===== config.mk =====
export PLATFORM = sky130hd
export DESIGN_NAME = sock_irq
export DESIGN_NICKNAME = d
export VERILOG_FILES = /design/src/sock_irq_pkg.sv /design/src/edge_sync.sv /design/src/sock_irq.sv
export SDC_FILE = /design/constraint.sdc
export NUM_CORES = 1
export LEC_CHECK = 0
export ABC_AREA = 1
export BUFFER_PORTS_ARGS = -buffer_cell sky130_fd_sc_hd__buf_2
export CORE_MARGIN = 2
export CORE_UTILIZATION = 40
export CTS_CLUSTER_SIZE = 12
export DETAILED_ROUTE_END_ITERATION = 10
export GPL_ROUTABILITY_DRIVEN = 0
export PLACE_DENSITY = 0.7
export SLEW_MARGIN = 20
export SYNTH_ARGS = -nofsm -noshare
export SYNTH_HDL_FRONTEND = slang
export SYNTH_SLANG_ARGS = --single-unit
export TNS_END_PERCENT = 30

===== constraint.sdc =====
create_clock -name clk_in -period 8.5 [get_ports clk_in]
set_clock_uncertainty 0.05 [all_clocks]
set_input_delay 2.55 -clock clk_in [delete_from_list [all_inputs] [get_ports clk_in]]
set_output_delay 2.55 -clock clk_in [all_outputs]
set_load 0.01 [all_outputs]

===== src/sock_irq_pkg.sv =====
// Package for the socket status-change interrupt and window-enable block.
// Assumes an AXI4-Lite register bus with 32-bit data.
package sock_irq_pkg;

    // Register indices (printed offsets are not all multiples of four)
    localparam logic [7:0] IDX_STATUS_CHANGE  = 8'h04;
    localparam logic [7:0] IDX_MGMT_IRQ_CFG   = 8'h05;
    localparam logic [7:0] IDX_WINDOW_ENABLE  = 8'h06;
    localparam logic [7:0] IDX_DEDICATED_IRQ_LINE_CONTROL   = 8'h03;
    localparam logic [7:0] IDX_SYS_IRQ_STATUS = 8'h10;
    localparam logic [7:0] IDX_SYS_IRQ_MASK   = 8'h11;

    localparam int ADDR_W = 8;

    // Reset values
    localparam logic [7:0] MGMT_IRQ_CFG_RST  = 8'h00;
    localparam logic [7:0] WINDOW_ENABLE_RST = 8'h00;
    localparam logic [7:0] DEDICATED_IRQ_LINE_CONTROL_RST  = 8'h00;
    localparam logic [3:0] SYS_IRQ_MASK_RST  = 4'h0;

    // Field positions
    localparam int BIT_BATT_DEAD   = 0;
    localparam int BIT_BATT_WARN   = 1;
    localparam int BIT_READY       = 2;
    localparam int BIT_CARD_DETECT = 3;
    localparam int SEL_LSB         = 4;
    localparam int BIT_REDIRECT    = 4;
    localparam int BIT_CARD_IS_IO  = 5;
    localparam int BIT_FULL_DECODE = 5;
    localparam int BIT_IO_WIN0     = 6;
    localparam int NUM_MEM_WIN     = 5;
    localparam int NUM_IO_WIN      = 2;
    localparam int NUM_IRQ_PINS    = 16;

    // Routing codes
    localparam logic [3:0] SEL_DISABLED = 4'h0;

    // AXI responses
    localparam logic [1:0] RESP_OKAY   = 2'b00;
    localparam logic [1:0] RESP_SLVERR = 2'b10;

    // Synchronised socket pins
    typedef struct packed {
        logic card_detect_a;
        logic card_detect_b;
        logic battery_dead;
        logic battery_warning;
        logic ready;
    } socket_pins_t;

    // Window enables
    typedef struct packed {
        logic [NUM_IO_WIN-1:0]  io_en;
        logic [NUM_MEM_WIN-1:0] mem_en;
    } window_en_t;

endpackage


===== src/edge_sync.sv =====
// Two-stage synchroniser with change detectors for one socket pin.
// Assumes an asynchronous pin and a single clock.
`timescale 1ns/1ps
module edge_sync (
    input  wire logic clk_in,
    input  wire logic rst_in,
    input  wire logic pin_in,
    output logic      level_out,
    output logic      any_edge_out,
    output logic      fall_out
);
    logic meta_reg;
    logic sync_reg;
    logic prev_reg;

    always_ff @(posedge clk_in or posedge rst_in) begin
        if (rst_in) begin
            meta_reg <= 1'b0;
            sync_reg <= 1'b0;
            prev_reg <= 1'b0;
        end else begin
            meta_reg <= pin_in;
            sync_reg <= meta_reg;
            prev_reg <= sync_reg;
        end
    end

    // Change seen from one clock after reset release, while prev_reg may still hold its reset value
    logic primed_reg;
    always_ff @(posedge clk_in or posedge rst_in) begin
        if (rst_in) begin
            primed_reg <= 1'b0;
        end else begin
            primed_reg <= 1'b1;
        end
    end

    assign level_out    = sync_reg;
    assign any_edge_out = primed_reg && (sync_reg != prev_reg);
    assign fall_out     = primed_reg && prev_reg && !sync_reg;
endmodule


===== src/sock_irq.sv =====
// Socket status-change flags, management interrupt routing and window enables.
// Assumes an AXI4-Lite master on clk_in and asynchronous socket pins.
// How it works
// - Either card-detect pin changing sets the card-detect change flag.
// - Any read of the status-change register clears its flags.
// - Bit 0 enable gates battery-dead/status change onto the management interrupt.
// - Bit 1 enable gates battery-warning change; ignored in I/O card mode.
// - Bit 2 enable gates ready change onto the management interrupt.
// - Bit 3 enable gates card-detect change onto the management interrupt.
// - Bits 7:4 pick the IRQ pin; 0000 routes nowhere.
// - Pins 9, 10, 12, 15 may have alternate roles outside this block.
// - Enable bits 0-4 switch the five memory windows on.
// - Bits 6 and 7 switch I/O windows 0 and 1 on.
// - Bit 5 of window enable has no effect; full decode always.
// - Redirect bit sends management interrupts to the dedicated line.
// - Battery-dead flag: falling edge in memory mode, either edge in I/O.
// - Ready flag sets on ready changes; reads zero in I/O mode.
`timescale 1ns/1ps
module sock_irq (
    input  wire logic                          clk_in,
    input  wire logic                          rst_in,
    // AXI4-Lite slave
    input  wire logic [sock_irq_pkg::ADDR_W+1:0] s_axi_awaddr_in,
    input  wire logic                          s_axi_awvalid_in,
    output logic                               s_axi_awready_out,
    input  wire logic [31:0]                   s_axi_wdata_in,
    input  wire logic [3:0]                    s_axi_wstrb_in,
    input  wire logic                          s_axi_wvalid_in,
    output logic                               s_axi_wready_out,
    output logic [1:0]                         s_axi_bresp_out,
    output logic                               s_axi_bvalid_out,
    input  wire logic                          s_axi_bready_in,
    input  wire logic [sock_irq_pkg::ADDR_W+1:0] s_axi_araddr_in,
    input  wire logic                          s_axi_arvalid_in,
    output logic                               s_axi_arready_out,
    output logic [31:0]                        s_axi_rdata_out,
    output logic [1:0]                         s_axi_rresp_out,
    output logic                               s_axi_rvalid_out,
    input  wire logic                          s_axi_rready_in,
    // Socket pins
    input  wire logic                          card_detect_in_a,
    input  wire logic                          card_detect_in_b,
    input  wire logic                          battery_dead_status_in,
    input  wire logic                          battery_warning_in,
    input  wire logic                          card_ready_irq_in,
    // Host interrupt pins and window enables
    output logic [15:0]                        host_irq_out,
    output logic                               dedicated_irq_line_out,
    output sock_irq_pkg::window_en_t           window_en_out,
    output logic                               sys_irq_out
);
    import sock_irq_pkg::*;

    // ------------------------------------------------------------
    // Pin synchronisers
    // ------------------------------------------------------------
    socket_pins_t pin_raw;
    socket_pins_t pin_any;
    socket_pins_t pin_fall;

    assign pin_raw = '{card_detect_a:   card_detect_in_a,
                       card_detect_b:   card_detect_in_b,
                       battery_dead:    battery_dead_status_in,
                       battery_warning: battery_warning_in,
                       ready:           card_ready_irq_in};

    genvar gi;
    generate
        for (gi = 0; gi < 5; gi++) begin : g_sync
            edge_sync u_sync (
                .clk_in       (clk_in),
                .rst_in       (rst_in),
                .pin_in       (pin_raw[gi]),
                .level_out    (),
                .any_edge_out (pin_any[gi]),
                .fall_out     (pin_fall[gi])
            );
        end
    endgenerate

    // ------------------------------------------------------------
    // Registers
    // ------------------------------------------------------------
    logic [7:0] mgmt_cfg_reg;
    logic [7:0] win_en_reg;
    logic [7:0] dedicated_irq_line_ctl_reg;
    logic [3:0] change_reg;
    logic [3:0] sys_status_reg;
    logic [3:0] sys_mask_reg;

    logic       card_is_io;
    assign card_is_io = dedicated_irq_line_ctl_reg[BIT_CARD_IS_IO];

    // ------------------------------------------------------------
    // AXI write path
    // ------------------------------------------------------------
    logic                aw_held_reg;
    logic                w_held_reg;
    logic [ADDR_W-1:0]   aw_idx_reg;
    logic [31:0]         wdata_reg;
    logic [3:0]          wstrb_reg;

    wire aw_take   = s_axi_awvalid_in && s_axi_awready_out;
    wire w_take    = s_axi_wvalid_in && s_axi_wready_out;
    wire wr_do     = aw_held_reg && w_held_reg && !s_axi_bvalid_out;
    wire wr_lane0  = wr_do && wstrb_reg[0];
    wire wr_cfg    = wr_lane0 && (aw_idx_reg == IDX_MGMT_IRQ_CFG);
    wire wr_win    = wr_lane0 && (aw_idx_reg == IDX_WINDOW_ENABLE);
    wire wr_ctl    = wr_lane0 && (aw_idx_reg == IDX_DEDICATED_IRQ_LINE_CONTROL);
    wire wr_sstat  = wr_lane0 && (aw_idx_reg == IDX_SYS_IRQ_STATUS);
    wire wr_smask  = wr_lane0 && (aw_idx_reg == IDX_SYS_IRQ_MASK);
    wire wr_hit    = (aw_idx_reg == IDX_MGMT_IRQ_CFG) || (aw_idx_reg == IDX_WINDOW_ENABLE)
                  || (aw_idx_reg == IDX_DEDICATED_IRQ_LINE_CONTROL) || (aw_idx_reg == IDX_SYS_IRQ_STATUS)
                  || (aw_idx_reg == IDX_SYS_IRQ_MASK) || (aw_idx_reg == IDX_STATUS_CHANGE);

    always_ff @(posedge clk_in or posedge rst_in) begin
        if (rst_in) begin
            aw_held_reg       <= 1'b0;
            w_held_reg        <= 1'b0;
            aw_idx_reg        <= '0;
            wdata_reg         <= 32'h0000_0000;
            wstrb_reg         <= 4'h0;
            s_axi_awready_out <= 1'b0;
            s_axi_wready_out  <= 1'b0;
            s_axi_bvalid_out  <= 1'b0;
            s_axi_bresp_out   <= RESP_OKAY;
        end else begin
            s_axi_awready_out <= !aw_held_reg && !aw_take;
            s_axi_wready_out  <= !w_held_reg && !w_take;
            if (aw_take) begin
                aw_held_reg <= 1'b1;
                aw_idx_reg  <= s_axi_awaddr_in[ADDR_W+1:2];
            end
            if (w_take) begin
                w_held_reg <= 1'b1;
                wdata_reg  <= s_axi_wdata_in;
                wstrb_reg  <= s_axi_wstrb_in;
            end
            if (wr_do) begin
                s_axi_bvalid_out <= 1'b1;
                s_axi_bresp_out  <= wr_hit ? RESP_OKAY : RESP_SLVERR;
            end else if (s_axi_bvalid_out && s_axi_bready_in) begin
                s_axi_bvalid_out <= 1'b0;
                aw_held_reg      <= 1'b0;
                w_held_reg       <= 1'b0;
            end
        end
    end

    // ------------------------------------------------------------
    // AXI read path
    // ------------------------------------------------------------
    wire ar_take = s_axi_arvalid_in && s_axi_arready_out;
    wire [ADDR_W-1:0] ar_idx = s_axi_araddr_in[ADDR_W+1:2];
    wire rd_status = ar_take && (ar_idx == IDX_STATUS_CHANGE);

    logic [7:0] change_view;
    assign change_view = {4'h0, change_reg[BIT_CARD_DETECT],
                          change_reg[BIT_READY] && !card_is_io,
                          change_reg[BIT_BATT_WARN], change_reg[BIT_BATT_DEAD]};

    logic [31:0] rd_word;
    logic        rd_hit;
    always_comb begin
        rd_word = 32'h0000_0000;
        rd_hit  = 1'b1;
        case (ar_idx)
            IDX_STATUS_CHANGE:  rd_word[7:0] = change_view;
            IDX_MGMT_IRQ_CFG:   rd_word[7:0] = mgmt_cfg_reg;
            IDX_WINDOW_ENABLE:  rd_word[7:0] = win_en_reg;
            IDX_DEDICATED_IRQ_LINE_CONTROL:   rd_word[7:0] = dedicated_irq_line_ctl_reg;
            IDX_SYS_IRQ_STATUS: rd_word[3:0] = sys_status_reg;
            IDX_SYS_IRQ_MASK:   rd_word[3:0] = sys_mask_reg;
            default:            rd_hit = 1'b0;
        endcase
    end

    always_ff @(posedge clk_in or posedge rst_in) begin
        if (rst_in) begin
            s_axi_arready_out <= 1'b0;
            s_axi_rvalid_out  <= 1'b0;
            s_axi_rdata_out   <= 32'h0000_0000;
            s_axi_rresp_out   <= RESP_OKAY;
        end else begin
            s_axi_arready_out <= !s_axi_rvalid_out && !ar_take;
            if (ar_take) begin
                s_axi_rvalid_out <= 1'b1;
                s_axi_rdata_out  <= rd_word;
                s_axi_rresp_out  <= rd_hit ? RESP_OKAY : RESP_SLVERR;
            end else if (s_axi_rvalid_out && s_axi_rready_in) begin
                s_axi_rvalid_out <= 1'b0;
            end
        end
    end

    // ------------------------------------------------------------
    // Control registers
    // ------------------------------------------------------------
    always_ff @(posedge clk_in or posedge rst_in) begin
        if (rst_in) begin
            mgmt_cfg_reg <= MGMT_IRQ_CFG_RST;
            win_en_reg   <= WINDOW_ENABLE_RST;
            dedicated_irq_line_ctl_reg <= DEDICATED_IRQ_LINE_CONTROL_RST;
            sys_mask_reg <= SYS_IRQ_MASK_RST;
        end else begin
            if (wr_cfg) mgmt_cfg_reg <= wdata_reg[7:0];
            if (wr_win) win_en_reg <= wdata_reg[7:0];
            if (wr_ctl) dedicated_irq_line_ctl_reg <= wdata_reg[7:0];
            if (wr_smask) sys_mask_reg <= wdata_reg[3:0];
        end
    end

    // ------------------------------------------------------------
    // Change flags
    // ------------------------------------------------------------
    logic [3:0] change_set;
    assign change_set[BIT_CARD_DETECT] = pin_any.card_detect_a || pin_any.card_detect_b;
    assign change_set[BIT_BATT_DEAD]   = card_is_io ? pin_any.battery_dead
                                                    : pin_fall.battery_dead;
    assign change_set[BIT_BATT_WARN]   = pin_fall.battery_warning;
    assign change_set[BIT_READY]       = pin_any.ready;

    logic [3:0] change_next;
    // Set wins over the read-clear in the same cycle
    assign change_next = (rd_status ? 4'h0 : change_reg) | change_set;

    always_ff @(posedge clk_in or posedge rst_in) begin
        if (rst_in) begin
            change_reg <= 4'h0;
        end else begin
            change_reg <= change_next;
        end
    end

    // ------------------------------------------------------------
    // Management interrupt and routing
    // ------------------------------------------------------------
    logic [3:0] gated;
    assign gated[BIT_BATT_DEAD]   = change_reg[BIT_BATT_DEAD] && mgmt_cfg_reg[BIT_BATT_DEAD];
    assign gated[BIT_BATT_WARN]   = change_reg[BIT_BATT_WARN] && mgmt_cfg_reg[BIT_BATT_WARN]
                                    && !card_is_io;
    assign gated[BIT_READY]       = change_view[BIT_READY] && mgmt_cfg_reg[BIT_READY];
    assign gated[BIT_CARD_DETECT] = change_reg[BIT_CARD_DETECT] && mgmt_cfg_reg[BIT_CARD_DETECT];

    wire        mgmt_req = |gated;
    wire [3:0]  sel      = mgmt_cfg_reg[SEL_LSB+3:SEL_LSB];
    wire        redirect = dedicated_irq_line_ctl_reg[BIT_REDIRECT];

    // Pins with alternate roles (9, 10, 12, 15) are routed alike here
    localparam logic [15:0] VALID_PINS = 16'b1101_1110_1011_1000;

    logic [15:0] irq_decode;
    always_comb begin
        irq_decode = 16'h0000;
        if (mgmt_req && !redirect && sel != SEL_DISABLED) begin
            irq_decode[sel] = VALID_PINS[sel];
        end
    end

    // Sticky host-side events: management request rise, card detect change
    logic mgmt_req_prev_reg;
    logic [3:0] sys_set;
    assign sys_set = {2'b00, change_set[BIT_CARD_DETECT], mgmt_req && !mgmt_req_prev_reg};
    wire [3:0] sys_clr = wr_sstat ? wdata_reg[3:0] : 4'h0;

    always_ff @(posedge clk_in or posedge rst_in) begin
        if (rst_in) begin
            host_irq_out           <= 16'h0000;
            dedicated_irq_line_out <= 1'b0;
            window_en_out          <= '0;
            sys_status_reg         <= 4'h0;
            mgmt_req_prev_reg      <= 1'b0;
            sys_irq_out            <= 1'b0;
        end else begin
            host_irq_out           <= irq_decode;
            dedicated_irq_line_out <= mgmt_req && redirect;
            // Full-decode bit never reaches the output
            window_en_out.mem_en   <= win_en_reg[NUM_MEM_WIN-1:0];
            window_en_out.io_en    <= win_en_reg[BIT_IO_WIN0+1:BIT_IO_WIN0];
            mgmt_req_prev_reg      <= mgmt_req;
            sys_status_reg         <= (sys_status_reg & ~sys_clr) | sys_set;
            sys_irq_out            <= |(sys_status_reg & sys_mask_reg);
        end
    end
endmodule


==> metrics.yaml <==
global_routing:
  grt_pass1_wl_mm: 15.6
  gr-total-overflow: 0
  gr-usage-all-layers_pct: 15.5
  grt_max_degree: 82
  grt_pass1_vias: 3238
  antenna_found_initial: 0
clock_network:
  htree_num_levels: 3
  cts_tree: "yes"
  cts_buffers: 9
  cts.path.max_buffers: 2
  path_clk_slew_ns: 0.07
  cts_hold_buf: 0
  cts_setup_buffers: 0
  clock_tree.root_cell: "clkbuf_16"
  cts.sinks: 112
  ctsResizeCount: 0
  clk_latency_ns: 0.35
floorplanning:
  core_um2: 11400
  io_pins: 134
  rows: 39
  die_area_um2: 12600
  die_y_um: 112
  dieWidth_um: 112
  initial_utilization_pct: 41.1
hold_path:
  hold_class: "reg -> reg"
  hp-start: "g_sync[2].u_sync.meta_reg"
  worstHoldPathCells: 0
  hold_end: "g_sync[2].u_sync.level_out"
critical_path:
  crit_family: "simple AND/OR/NAND/NOR gates"
  reg2reg_depth: 5
  r2r_start: "s_axi_arready_out"
  slowest_stage: "nor2_4"
  reg2reg_slack_ns: 6.97
  path_cells: "buf_2 -> inv_1 -> nand2_1 -> nor2_4 -> nand2_1 -> o211ai_1 -> nand2_1 -> nand2_1"
  start_kind: "input pin"
  critPathArrivalTime_ns: 4.04
  cp-end-kind: "flop"
  critPathKind: "in -> reg"
  cp_common_cell: "nand2_1"
  timing.rr.end: "s_axi_rdata_out[3]"
  cp_num_buf_inv: 2
  slowest_delay_ns: 0.49
  worst-path-max-fanout: 26
  crit_required_ns: 8.74
drt:
  drc_errors: 0
  drt-initial-drc-count: 167
  viasPerCell: 4.68
  routed_wl_mm: 9.29
  drt-pass1-iter-count: 4
  ant_nets: 0
  detail_route.wl_per_cell_um: 12.9
  via_count: 3376
run_status:
  outcome: "finished, final reports clean"
timing:
  slew_headroom_pct: 61.8
  finalSetupViolations: 0
  tns_ns: 0
  fin_crit_ns: 3.80
  worst_pin_slew_ns: 0.571
  period_share_pct: 44.7
  hold_slack_ns: 0.298
  fmax_ghz: 0.263
  rsz0062_at_grt: "false"
  hold_viol: 0
  slew_violations: 0
synth:
  ys_seq_area_share_pct: 59.7
  synth.avg_cell_area_um2: 9.61
  syn_area_um2: 4700
  yosys_warnings: 0
  syn_inst: 489
  ys_types: 31
  synth_seq_cells: 112
place:
  dp_hpwl_mm: 6.56
  port_buffers: 76
pwr:
  power_leakage_nw: 2.75
  power.density_nw_per_um2: 262
  irDropWorstVdd_mv: 0.144
cells_and_area:
  drive_gt1_share_pct: 21.3
  layout.nets: 641
  area_delta_synth_final_pct: 16.1
  fillers: 1094
  largest_reg_flops: 16
  regMostFlops: "host_irq_out"
  multiInputGateArea_um2: 1580
  utilization_pct: 47.8
  antennaDiodeCount: 0
  regArea_um2: 2800
run:
  drv_cap: 0
layer usage:
metal / vias up / wire length (um) / share of wire (%) / track usage (%)
met3: 15 / 573 / 6.2 / 4.59
li1: 1669 / - / - / -
met1: 1585 / 4180 / 45 / 20.7
met2: 107 / 4340 / 47 / 24.0
met4: 0 / 204 / 2.2 / 6.02
met5: - / 0 / 0 / 0
Yosys cell counts:
master,n,share of area (%)
a21oi_1,8,0.85
buf_2,1,0.11
buf_4,27,4.3
buf_6,4,0.96
clkbuf_1,4,0.32
conb_1,2,0.16
dfrtp_1,112,60
inv_1,44,3.5
inv_2,1,0.080
nand2_1,125,10
nand2_2,2,0.27
nand3_1,31,3.3
nand3_2,1,0.21
nand3_4,3,1.1
nand3b_1,2,0.32
nand4_1,3,0.40
nand4_4,1,0.45
nor2_1,39,3.1
nor2_2,3,0.40
nor2_4,2,0.48
nor2_8,1,0.43
nor3_1,4,0.43
nor3_2,1,0.21
nor3b_1,2,0.32
o211ai_1,3,0.48
o21ai_0,35,3.7
o21ai_1,9,0.96
o21ai_2,15,2.8
or2_1,1,0.13
or2_2,1,0.13
xor2_1,2,0.37
final cells by class:
cell class | count | area share (%)
Clock buffer | 12 | 4.33
Inverter | 45 | 3.14
Timing Repair Buffer | 78 | 7.61
Sequential cell | 112 | 51.4
Multi-Input combinational cell | 327 | 28.9
Tap cell | 143 | 3.28
Clock inverter | 4 | 1.40
worst max-delay path by stage:
stage,startpoint,endpoint,depth (start not counted)
after floorplan,rst_in,aw_held_reg,1
after global routing,s_axi_araddr_in[9],s_axi_rdata_out[0],8
after CTS,s_axi_araddr_in[8],s_axi_rdata_out[5],8
final,s_axi_araddr_in[8],s_axi_rdata_out[5],8
after detailed placement,s_axi_araddr_in[8],s_axi_rdata_out[5],8
after global placement,s_axi_araddr_in[8],s_axi_rdata_out[5],8
cell usage in the layout, fill, tap and decap left out, drive strengths merged, types with 5 or more instances in the layout:
master and n:
clkbuf 12, nand3 35, inv 46, dfrtp 112
buf 78, nand2 127, o21ai 59, nor3 5
conb 33, nor2 45, a21oi 8
stage by stage:
| step | setup WS (ns) | total power [mW] | instances | instance area (um2) |
|---|---|---|---|---|
| 2_1_floorplan | 2.94 | 0.907 | 520 | 4810 |
| 3_3_place_gp | 4.41 | 0.985 | 704 | 5120 |
| 3_5_place_dp | 4.39 | 0.999 | 704 | 5120 |
| 4_1_cts | 4.73 | 1.45 | 720 | 5430 |
| 5_1_grt | 4.56 | 1.52 | 721 | 5460 |
| 6_report | 4.70 | 1.43 | 721 | 5460 |
cells by family after synthesis:
group           count (synthesis)  share of synthesized area [%]
flops                         112                           59.7
simple gates                  222                           21.7
xor+xnor                        2                          0.373
other cells                     2                          0.160
buf+inv                        81                           9.29
compound gates                 70                           8.81
report_power, final:
| group | total, mW | switching (mW) | leakage, nW | internal [mW] |
|---|---|---|---|---|
| combinational | 0.299 | 0.206 | 1.17 | 0.0930 |
| clock | 0.445 | 0.185 | 0.147 | 0.260 |
| sequential | 0.686 | 0.0585 | 1.43 | 0.628 |
| total | 1.43 | 0.449 | 2.75 | 0.981 |
(Power assumes the default switching activity.)
